==> config.mk <==
export PLATFORM = sky130hd
export DESIGN_NAME = lpvi_cmd
export DESIGN_NICKNAME = d
export VERILOG_FILES = /design/src/hdl/lpvi_pkg.sv /design/src/hdl/lpvi_blink_if.sv /design/src/hdl/lpvi_blink.sv /design/src/hdl/lpvi_cmd.sv
export VERILOG_INCLUDE_DIRS = /design/src /design/src/hdl
export SDC_FILE = /design/constraint.sdc
export NUM_CORES = 1
export LEC_CHECK = 0
export BUFFER_PORTS_ARGS = -buffer_cell sky130_fd_sc_hd__clkbuf_2
export CORE_ASPECT_RATIO = 1.75
export CORE_MARGIN = 1
export CORE_UTILIZATION = 63
export DETAILED_ROUTE_END_ITERATION = 7
export GPL_ROUTABILITY_DRIVEN = 0
export GPL_TIMING_DRIVEN = 0
export PLACE_DENSITY_LB_ADDON = 0.05
export SLEW_MARGIN = 20
export SYNTH_ARGS = -nofsm -noshare
export SYNTH_HDL_FRONTEND = slang
export SYNTH_SLANG_ARGS = --single-unit
export TNS_END_PERCENT = 100
==> constraint.sdc <==
create_clock -name core_clk -period 4.64 [get_ports core_clk]
set_input_delay 0.232 -clock core_clk [delete_from_list [all_inputs] [get_ports core_clk]]
set_output_delay 0.232 -clock core_clk [all_outputs]
set_load 0.02 [all_outputs]
==> src/hdl/lpvi_defs.svh <==
// constants for the power, volume and indicator command decoder
`ifndef LPVI_DEFS_SVH
`define LPVI_DEFS_SVH
`define LPVI_CMD_RATIO_BASE   8'h20
`define LPVI_CMD_VOL_MODE     8'h81
`define LPVI_CMD_IND_OFF      8'hAC
`define LPVI_CMD_IND_ON       8'hAD
`define LPVI_CMD_BOOST_MODE   8'hF8
`define LPVI_CMD_DISP_OFF     8'hAE
`define LPVI_CMD_DISP_ON      8'hAF
`define LPVI_CMD_ALL_OFF      8'hA4
`define LPVI_CMD_ALL_ON       8'hA5
`define LPVI_CMD_RESET        8'hE2
`define LPVI_CMD_POWER        5'b00101
`define LPVI_RST_RATIO        3'h0
`define LPVI_RST_VOLUME       6'h20
`define LPVI_RST_INDREG       2'h0
`define LPVI_RST_BOOST        2'h0
`define LPVI_RST_POWER        3'h0
`define LPVI_BLINK_SLOW_MS    1000
`define LPVI_BLINK_FAST_MS    500
`define LPVI_CLK_MHZ          100
`endif

==> src/hdl/lpvi_pkg.sv <==
// types for the command decoder's arm and power states
`default_nettype none
package lpvi_pkg;
  typedef enum logic [1:0] {
    LPVI_ARM_NONE,
    LPVI_ARM_VOLUME,
    LPVI_ARM_INDICATOR,
    LPVI_ARM_BOOST
  } lpvi_arm_t;

  typedef enum logic [1:0] {
    LPVI_PWR_RUN,
    LPVI_PWR_SLEEP,
    LPVI_PWR_STANDBY
  } lpvi_pwr_t;
endpackage
`default_nettype wire
==> src/hdl/lpvi_blink_if.sv <==
// carrier between decoder and blink timer
`default_nettype none
interface lpvi_blink_if;
  logic       run;
  logic [1:0] mode;
  logic       lit;
  modport ctrl  (output run, output mode, input lit);
  modport timer (input run, input mode, output lit);
endinterface
`default_nettype wire

==> src/hdl/lpvi_blink.sv <==
// indicator blink timer on the internal oscillator
`include "lpvi_defs.svh"
`default_nettype none
module lpvi_blink #(
  parameter int unsigned SLOW_CYC = `LPVI_BLINK_SLOW_MS * 1000 * `LPVI_CLK_MHZ / 2,
  parameter int unsigned FAST_CYC = `LPVI_BLINK_FAST_MS * 1000 * `LPVI_CLK_MHZ / 2
) (
  input wire logic core_clk, // clock
  input wire logic srst,     // sync reset
  lpvi_blink_if.timer bl     // mode in, lit out
);
  if (SLOW_CYC < 1 || FAST_CYC < 1) begin : g_bad_half
    $error("blink half periods must be at least one cycle");
  end

  typedef struct packed {
    logic [31:0] cnt;
    logic        phase;
  } lpvi_blink_st_t;

  lpvi_blink_st_t st;
  lpvi_blink_st_t next_st;
  logic [31:0]    half;

  // ======================================
  // half period per mode (ms figures halved: toggle twice per interval)
  always_comb begin
    half = (bl.mode == 2'h1) ? SLOW_CYC[31:0] : FAST_CYC[31:0];
    next_st = st;
    if (!bl.run || bl.mode == 2'h0 || bl.mode == 2'h3) begin
      next_st.cnt = 32'h0;
      next_st.phase = 1'b1;
    end else if (st.cnt >= half - 32'h1) begin
      next_st.cnt = 32'h0;
      next_st.phase = ~st.phase;
    end else begin
      next_st.cnt = st.cnt + 32'h1;
    end
  end

  always_ff @(posedge core_clk) begin
    if (srst) st <= '0;
    else st <= next_st;
  end

  assign bl.lit = bl.run && (bl.mode == 2'h3 || (bl.mode != 2'h0 && st.phase));
endmodule
`default_nettype wire

==> src/hdl/lpvi_cmd.sv <==
// command decoder: resistor ratio, volume, indicator, power save
// What this block does
// - 0x20..0x27 loads three-bit resistor ratio
// - after 0x81 only level byte accepted
// - level byte loads six bits, 64 levels
// - level loaded releases volume mode
// - 0xAC indicator off, 0xAD on and arm
// - after 0xAD only indicator register accepted
// - two bits select off, slow, fast, steady
// - indicator changed only by indicator commands and reset command 0xE2
// - all-on while display off enters power save
// - indicator off sleep, indicator on standby
// - settings and memory access kept in save
// - sleep stops oscillator, supply, all drivers
// - standby stops supply, keeps indicator running
// - reset command in standby goes to sleep
// - blanking output low in power save
// - booster mode accepts only ratio byte
`include "lpvi_defs.svh"
`default_nettype none
module lpvi_cmd #(
  parameter int unsigned SLOW_CYC = `LPVI_BLINK_SLOW_MS * 1000 * `LPVI_CLK_MHZ / 2,
  parameter int unsigned FAST_CYC = `LPVI_BLINK_FAST_MS * 1000 * `LPVI_CLK_MHZ / 2
) (
  input  wire logic       core_clk,              // 100 MHz clock
  input  wire logic       srst,                  // sync reset, high
  input  wire logic       wr_strobe,             // one-cycle byte write
  input  wire logic       cmd_data_select,       // low: command byte
  input  wire logic [7:0] wr_data,               // byte from host
  output logic      [2:0] regulator_resistor_ratio, // ratio, 0 smallest
  output logic      [5:0] volume_level,          // drive level register
  output logic      [1:0] boost_ratio,           // step-up ratio register
  output logic            indicator_on,          // indicator enabled
  output logic      [1:0] indicator_mode,        // indicator register
  output logic            indicator_segment_out, // static indicator drive
  output logic            display_on,            // display on flag
  output logic            all_points_on,         // all-on flag
  output logic            power_save,            // in sleep or standby
  output logic            sleep_mode,            // in sleep
  output logic            standby_mode,          // in standby
  output logic            osc_enable,            // oscillator run
  output logic            supply_enable,         // panel supply run
  output logic            driver_enable,         // multiplexed drivers run
  output logic            blanking_ctrl_out,     // low in power save
  output logic            cmd_ignored            // pulse: byte rejected
);
  // a zero half period would leave the blink phase frozen
  if (SLOW_CYC < 1 || FAST_CYC < 1) begin : g_bad_half
    $error("blink half periods must be at least one cycle");
  end

  typedef struct packed {
    lpvi_pkg::lpvi_arm_t arm;
    lpvi_pkg::lpvi_pwr_t pwr;
    logic [2:0]          ratio;
    logic [5:0]          vol;
    logic [1:0]          boost;
    logic [2:0]          pctl;
    logic                ind_on;
    logic [1:0]          ind_mode;
    logic                disp_on;
    logic                all_on;
    logic                seg;
    logic                ign;
    logic                was_cmd;
    logic                was_data;
    logic [7:0]          data;
  } lpvi_cmd_st_t;

  lpvi_cmd_st_t st;
  lpvi_cmd_st_t next_st;
  lpvi_blink_if bl ();

  lpvi_blink #(
    .SLOW_CYC (SLOW_CYC),
    .FAST_CYC (FAST_CYC)
  ) u_blink (
    .core_clk (core_clk),
    .srst     (srst),
    .bl       (bl)
  );

  // sleep halts the oscillator, so the indicator stops with it
  assign bl.run  = st.ind_on && st.pwr != lpvi_pkg::LPVI_PWR_SLEEP;
  assign bl.mode = st.ind_mode;

  // ======================================
  // decode: input registered once, acted upon next cycle
  always_comb begin
    next_st = st;
    next_st.was_cmd = wr_strobe && !cmd_data_select;
    next_st.was_data = wr_strobe && cmd_data_select;
    next_st.data = wr_data;
    next_st.ign = 1'b0;
    next_st.seg = bl.lit;
    if (st.was_cmd) begin
      case (st.arm)
        lpvi_pkg::LPVI_ARM_VOLUME: begin
          next_st.vol = st.data[5:0];
          next_st.arm = lpvi_pkg::LPVI_ARM_NONE;
        end
        lpvi_pkg::LPVI_ARM_INDICATOR: begin
          if (st.data[7:2] == 6'h00) begin
            next_st.ind_mode = st.data[1:0];
            next_st.arm = lpvi_pkg::LPVI_ARM_NONE;
          end else begin
            next_st.ign = 1'b1;
          end
        end
        lpvi_pkg::LPVI_ARM_BOOST: begin
          if (st.data[7:2] == 6'h00 && st.data[1:0] != 2'h2) begin
            next_st.boost = st.data[1:0];
            next_st.arm = lpvi_pkg::LPVI_ARM_NONE;
          end else begin
            next_st.ign = 1'b1;
          end
        end
        default: begin
          if (st.data[7:3] == 5'(`LPVI_CMD_RATIO_BASE >> 3)) begin
            next_st.ratio = st.data[2:0];
          end else if (st.data[7:3] == `LPVI_CMD_POWER) begin
            next_st.pctl = st.data[2:0];
          end else begin
            case (st.data)
              `LPVI_CMD_VOL_MODE:   next_st.arm = lpvi_pkg::LPVI_ARM_VOLUME;
              `LPVI_CMD_BOOST_MODE: next_st.arm = lpvi_pkg::LPVI_ARM_BOOST;
              `LPVI_CMD_IND_OFF:    next_st.ind_on = 1'b0;
              `LPVI_CMD_IND_ON: begin
                next_st.ind_on = 1'b1;
                next_st.arm = lpvi_pkg::LPVI_ARM_INDICATOR;
              end
              `LPVI_CMD_DISP_OFF:   next_st.disp_on = 1'b0;
              `LPVI_CMD_DISP_ON:    next_st.disp_on = 1'b1;
              `LPVI_CMD_ALL_OFF: begin
                next_st.all_on = 1'b0;
                next_st.pwr = lpvi_pkg::LPVI_PWR_RUN;
              end
              `LPVI_CMD_ALL_ON: begin
                next_st.all_on = 1'b1;
                if (!st.disp_on && st.pwr == lpvi_pkg::LPVI_PWR_RUN) begin
                  next_st.pwr = st.ind_on ? lpvi_pkg::LPVI_PWR_STANDBY
                                          : lpvi_pkg::LPVI_PWR_SLEEP;
                end
              end
              `LPVI_CMD_RESET: begin
                next_st.ratio = `LPVI_RST_RATIO;
                next_st.vol = `LPVI_RST_VOLUME;
                next_st.ind_on = 1'b0;
                next_st.ind_mode = `LPVI_RST_INDREG;
                if (st.pwr == lpvi_pkg::LPVI_PWR_STANDBY) begin
                  next_st.pwr = lpvi_pkg::LPVI_PWR_SLEEP;
                end
              end
              default: next_st.ign = 1'b0;
            endcase
          end
        end
      endcase
    end else if (st.was_data && st.arm != lpvi_pkg::LPVI_ARM_NONE) begin
      // memory writes still served, but a pending pair drops them
      next_st.ign = 1'b1;
    end
  end

  always_ff @(posedge core_clk) begin
    if (srst) begin
      st <= '0;
      st.vol <= `LPVI_RST_VOLUME;
    end else begin
      st <= next_st;
    end
  end

  // ======================================
  // outputs, all from the state register
  logic in_save;
  assign in_save = st.pwr != lpvi_pkg::LPVI_PWR_RUN;

  always_ff @(posedge core_clk) begin
    if (srst) begin
      regulator_resistor_ratio <= `LPVI_RST_RATIO;
      volume_level <= `LPVI_RST_VOLUME;
      boost_ratio <= `LPVI_RST_BOOST;
      indicator_on <= 1'b0;
      indicator_mode <= `LPVI_RST_INDREG;
      indicator_segment_out <= 1'b0;
      display_on <= 1'b0;
      all_points_on <= 1'b0;
      power_save <= 1'b0;
      sleep_mode <= 1'b0;
      standby_mode <= 1'b0;
      osc_enable <= 1'b1;
      supply_enable <= 1'b0;
      driver_enable <= 1'b0;
      blanking_ctrl_out <= 1'b1;
      cmd_ignored <= 1'b0;
    end else begin
      regulator_resistor_ratio <= st.ratio;
      volume_level <= st.vol;
      boost_ratio <= st.boost;
      indicator_on <= st.ind_on;
      indicator_mode <= st.ind_mode;
      indicator_segment_out <= st.seg;
      display_on <= st.disp_on;
      all_points_on <= st.all_on;
      power_save <= in_save;
      sleep_mode <= st.pwr == lpvi_pkg::LPVI_PWR_SLEEP;
      standby_mode <= st.pwr == lpvi_pkg::LPVI_PWR_STANDBY;
      osc_enable <= st.pwr != lpvi_pkg::LPVI_PWR_SLEEP;
      supply_enable <= !in_save && st.pctl != 3'h0;
      driver_enable <= !in_save;
      blanking_ctrl_out <= !in_save;
      cmd_ignored <= st.ign;
    end
  end
endmodule
`default_nettype wire

==> run metrics, run 1 <==
status complete, no violations; Reg2Reg Launch Point bl.mode[1]; hold_buf cts 0; Least-Margin Pin Slew 0.880 ns; share of layout cells above drive strength 1 0.179; gr ovfl total 0; I/O Buffers 36; die height 107 um; Slew headroom 0.408; std cell rows 38; Final ANT Viol Nets 0; sequential fraction of the synthesis area 0.466; post-CTS setup buffer count 0; top_reg_cell synth dfxtp_1; fin nets 481; clk_lat worst skew 0.37 ns; post_cts resized 0; top cells by area, synth dfxtp_1 47%, nor2_4 4.8%, ha_1 4.7%; skew final 0.00878 ns; CTS max path bufs 2; Cell Pwr Density ~340 nW/um2; P_sw 0.310 mW; most frequent cells in the layout 93 x dfxtp_1, 36 x clkbuf_2, 23 x nor2b_1, 23 x nand3_1, 22 x nor2_1; worst path required time between 4 and 5 ns; clock buffer count from CTS 9; Post-synth EDFFs 0; largest net degree at the start of global routing 16; initial antenna violation count 0; min-delay worst type in2reg; Initial Utilization 0.651; Routed WL 8210 um; Post-Syn Area 3990 um2; Area Growth Syn to Fin 14.2%; Min-Delay Startpoint cmd_data_select; core footprint 6130 um2; Avg Inst Size Synth 9.90 um2; Int Power 1.25 mW; top cell type's share of synthesized area 0.466; fmax 323 MHz; Area after DPL 4290 um2; Leak 1.86 nW; RSZ-0062 raised after global routing false; clock root buffer clkbuf_8; # DRC 0; DP HPWL 5960 um; Yosys reg bits 93; commonest non-fill, non-tap cell in the layout dfxtp_1; first-pass GRT wire length 13600 um; Setup-failing EPs final 0; clock network power share 0.451; # Max-Cap Violations 0; Hold Fails Final Rpt 0; VDD IR max 298 uV; CP max FO 10; Die Wd between 60 and 70 um; Crit Path Category reg2reg; Worst-path clk slew 0.08 ns; Synth area leader dfxtp_1; via count between 3000 and 4000; IO Pins 37; Setup crit start bl.mode[1]; Unique masters post-synth 59; post-synthesis cell count 403; design area ~4600 um2; combinational power share 0.027; CTS tree built; vias in the first global route 3065; TritonRoute pass-1 iters 4; die footprint 6670 um2; Worst Reg2Reg Path Length in Cells 10; yosys warns 0; H-tree levels 3; fraction of registers with async set/reset 0; Slew Viols, Final 0; CTS sink cnt 93; Vias per Instance roughly 5.7; Seq pwr share 0.522; initial DRC count 169; Final min period 3.09 ns; Setup crit end kind register; switch share 0.199; Data arrival, critical path 3.41 ns; Tot GR Track Use 0.266; final period utilization 0.667; setup_tns 0 ns; Startpoint Class register; worst hold path depth 2; n_diodes 0; mean routed wirelength per cell 15.2 um
## metal layers
layer | global-route usage | vias up | part of all wire
met1 | 0.247 | 1431 | 0.36
li1 | - | 1495 | -
met4 | 0.156 | 0 | 0.051
met3 | 0.0561 | 33 | 0.034
met5 | 0 | - | 0
met2 | 0.520 | 93 | 0.55
## cells by family after synthesis
logic type      synth area share
flops                      0.466
other cells             0.000940
fa+ha+maj                 0.0495
compound gates            0.0693
buf+inv                   0.0429
xor+xnor                  0.0527
mux                       0.0260
simple gates               0.292
## cells in the mapped netlist, types with 2 or more instances
master and n:
dfxtp_1 93, nand3_1 23, nor2b_1 23, nor2_1 22, nand2_1 20, inv_1 19, xor2_1 19, nor2_4 17
ha_1 15, and3_1 14, nand4_1 14, o21ai_0 13, a21oi_1 12, clkbuf_1 12, nor3_1 9, mux2i_1 7
nand2b_1 6, xnor2_1 5, a22oi_1 3, and4_1 3, nand4b_1 3, nor2_2 3, nor3b_1 3, nor4b_1 3
nor4bb_1 3, buf_12 2, mux2_1 2, nor4_1 2, or4_1 2, or4b_1 2
## worst paths after layout
check	slack, ns	endpoint
max	1.55	u_blink.st[16]
min	0.04	st[9]
max reg2reg	1.55	u_blink.st[16]
min reg2reg	0.44	volume_level[3]
## power by group through the flow
stage / Sequential [mW] / Combinational [mW] / Clock (mW)
floorplan: 0.830 / 0.0261 / 0
global placement: 0.831 / 0.0404 / 0
detailed placement: 0.831 / 0.0414 / 0
CTS: 0.812 / 0.0418 / 0.711
global route: 0.813 / 0.0463 / 0.742
finish: 0.812 / 0.0423 / 0.702
## state kept, by name (all words and copies together), names as in the netlist, 2 cells and up
register,count
indicator_mode,2
boost_ratio,2
u_blink.st,33
st,33
regulator_resistor_ratio,3
bl.mode,2
volume_level,6
## area by class of cell
| class | instances | area [um2] |
|---|---|---|
| plain buffers | 16 | 100 |
| clock buffers | 10 | 138 |
| clock inverters | 6 | 134 |
| fillers | 458 | 1580 |
| inverters | 19 | 71.3 |
| multi-input cells | 279 | 1970 |
| flip-flops and latches | 93 | 1860 |
| well taps | 80 | 100 |
| repair buffers | 36 | 180 |
## stage by stage
| stage | hold WS (ns) | total power, mW | cells | util | setup slack, ns |
|---|---|---|---|---|---|
| floorplan | 0.308 | 0.856 | 407 | - | 2.04 |
| global placement | 0.404 | 0.871 | 523 | 0.699 | 1.58 |
| detailed placement | 0.418 | 0.872 | 523 | 0.699 | 1.59 |
| CTS | 0.0251 | 1.57 | 539 | 0.743 | 1.54 |
| global route | 0.0227 | 1.60 | 539 | 0.743 | 1.38 |
| finish | 0.0403 | 1.56 | 539 | 0.743 | 1.55 |
## worst max-delay path, stage by stage (launching register included)
cell and delay (ns):
dfxtp_1 0.37, nand2b_1 0.34, inv_1 0.20, ha_1 0.25
or4_1 0.50, nor4_1 0.25, a211o_1 0.22, or4b_1 0.47
buf_6 0.17, buf_12 0.16, nor2_4 0.10
Note: power is estimated with default switching activity, not from simulation.
==> run 2, diff against run 1 <==
--- a/config.mk
+++ b/config.mk
@@ -9,7 +9,7 @@
 export BUFFER_PORTS_ARGS = -buffer_cell sky130_fd_sc_hd__clkbuf_2
 export CORE_ASPECT_RATIO = 1.75
 export CORE_MARGIN = 1
-export CORE_UTILIZATION = 63
+export CORE_UTILIZATION = 53
 export DETAILED_ROUTE_END_ITERATION = 7
 export GPL_ROUTABILITY_DRIVEN = 0
 export GPL_TIMING_DRIVEN = 0
==> constraint.sdc (replaced) <==
create_clock -name core_clk -period 2.5 [get_ports core_clk]
set_input_delay 0.125 -clock core_clk [delete_from_list [all_inputs] [get_ports core_clk]]
set_output_delay 0.125 -clock core_clk [all_outputs]
set_load 0.02 [all_outputs]
==> run metrics, run 2 (synthesis gave the netlist of run 1 again) <==
H-tree levels 3 (unchanged); core footprint 7230 um2 (+18%); cell count after placement 529 (+1.1%); via count 3105 (+1.7%); Worst Reg2Reg Path Length in Cells 9 (-1); fmax 393 MHz (+21%); gr ovfl total 0 (unchanged); I/O Buffers 36 (unchanged); status complete, but fails checks; worst hold path depth 2 (unchanged); TritonRoute pass-1 iters 4 (unchanged); std cell rows 41 (+7.9%); worst path required time 2.79 ns (-2.16 ns); Initial Utilization 0.552 (-0.0989); # Max-Cap Violations 0 (unchanged); min-delay worst type in2reg; Setup-failing EPs final 2 (+2); CTS sink cnt 93 (unchanged); Final ANT Viol Nets 0 (unchanged); Vias per Instance 5.52 (-2.4%); die footprint 7900 um2 (+18%); fin nets 498 (+3.5%); Crit Path Category reg2reg; Slew headroom 0.387 (-0.0218); most frequent cells in the layout 91 x dfxtp_1, 36 x clkbuf_2, 23 x nor2b_1, 23 x nand3_1; Worst-path clk slew 0.06 ns (-0.02 ns); Routed WL 8390 um (+2.2%); Least-Margin Pin Slew 0.912 ns (+0.0324 ns); Largest regs st: 33 flops, u_blink.st: 33 flops, volume_level: 6 flops; DP HPWL 5930 um (-0.51%); share of layout cells above drive strength 1 0.218 (+0.0398); post-route setup slack -0.0472 ns (-1.59 ns); pre-CTS setup slack -0.258 ns (-1.85 ns); Cell Pwr Density 627 nW/um2 (+84%); CP max FO 7 (-3); CTS max path bufs 2 (unchanged); Leak 1.97 nW (+6.0%); vias in the first global route 3014 (-1.7%); first-pass GRT wire length 13600 um (about the same); final period utilization 1.02 (+0.352); IO Pins 37 (unchanged); Final min period 2.55 ns (-0.547 ns); VDD IR max 455 uV (+53%); Setup crit end kind register; Overall Power 3.06 mW (+97%); clock root buffer clkbuf_16; # DRC 0 (unchanged); count of non-filler cells in the finished layout 562 (+4.3%); Tot GR Track Use 0.235 (-0.0314); CTS tree built; n_diodes 0 (unchanged); die height 117 um (+8.9%); Hold Fails Final Rpt 0 (unchanged); initial antenna violation count 0 (unchanged); mean routed wirelength per cell 14.9 um (-2.0%); Die Wd 67.6 um (+8.7%); Min Hold Slack 0.0170 ns (-0.0234 ns); Data arrival, critical path 2.84 ns (-0.57 ns); initial DRC count 165 (-2.4%); failing checks negative setup slack; clock buffer count from CTS 9 (unchanged); Slew Viols, Final 0 (unchanged); Startpoint Class register; commonest non-fill, non-tap cell in the layout dfxtp_1; RSZ-0062 raised after global routing true; largest net degree at the start of global routing 17 (+1); skew final 0.00480 ns (-0.00399 ns); Area Growth Syn to Fin 22.2%; clk_lat worst skew 0.34 ns (-0.03 ns)
## run 2: cell count changes in the layout (fill, tap and decap cells not counted), sizes merged
cell and change:
inv +1, clkinvlp +2, buf +8, bufinv -2, clkbuf -1, dlygate4sd3 +9
## run 2: cell type report
cell class              instances  area, um2
fillers                       596       2350
multi-input cells             279       2040
flip-flops and latches         93       1870
repair buffers                 53        354
clock buffers                   9        225
plain buffers                  16        109
well taps                      86        108
clock inverters                 7       97.6
inverters                      19       73.8
## run 2: per-layer routing
layer / global-route usage / part of all wire / up-vias
met2: 0.450 / 0.57 / 78
met3: 0.0504 / 0.032 / 27
met1: 0.226 / 0.36 / 1459
li1: - / - / 1541
met5: 0 / 0 / -
met4: 0.109 / 0.033 / 0
## run 2: what timing repair did
action	CTS	global route
hold endpoints to repair	9	0
hold buffers	9	0
setup endpoints to repair	27	28
pin swaps	10	11
buffers inserted	5	2
resized for setup	11	6
cloned	1	0
## run 2: critical path, cell delays in order (launching register included)
cell      delay, ns
dfxtp_2        0.32
nand2b_4       0.19
ha_4           0.17
or4_4          0.52
nor4_4         0.16
a211o_1        0.19
or4b_4         0.48
buf_12         0.17
buf_6          0.11
o21ba_1        0.19
## run 2: final timing paths
kind / from / end / slack, ns
setup reg to reg: bl.mode[1] / u_blink.st[27] / -0.05
hold / removal: wr_strobe / st[8] / 0.02
hold reg to reg: st[23] / volume_level[1] / 0.43
setup / recovery: bl.mode[1] / u_blink.st[27] / -0.05
## run 2: report_power, final
| part | leakage, nW | internal [mW] | switching [mW] |
|---|---|---|---|
| Clock | 0.152 | 0.879 | 0.582 |
| Combinational | 1.06 | 0.0374 | 0.0541 |
| Sequential | 0.756 | 1.50 | 0.0127 |
| Total | 1.97 | 2.41 | 0.649 |
## run 2: through the flow
| step | TNS [ns] | instance area, um2 | util |
|---|---|---|---|
| after floorplan | 0 | 4020 | - |
| after global placement | -5.52 | 4310 | 0.596 |
| after detailed placement | -5.85 | 4310 | 0.596 |
| after CTS | -0.0652 | 4840 | 0.669 |
| after global routing | -1.35 | 4880 | 0.674 |
| final | -0.0515 | 4880 | 0.674 |
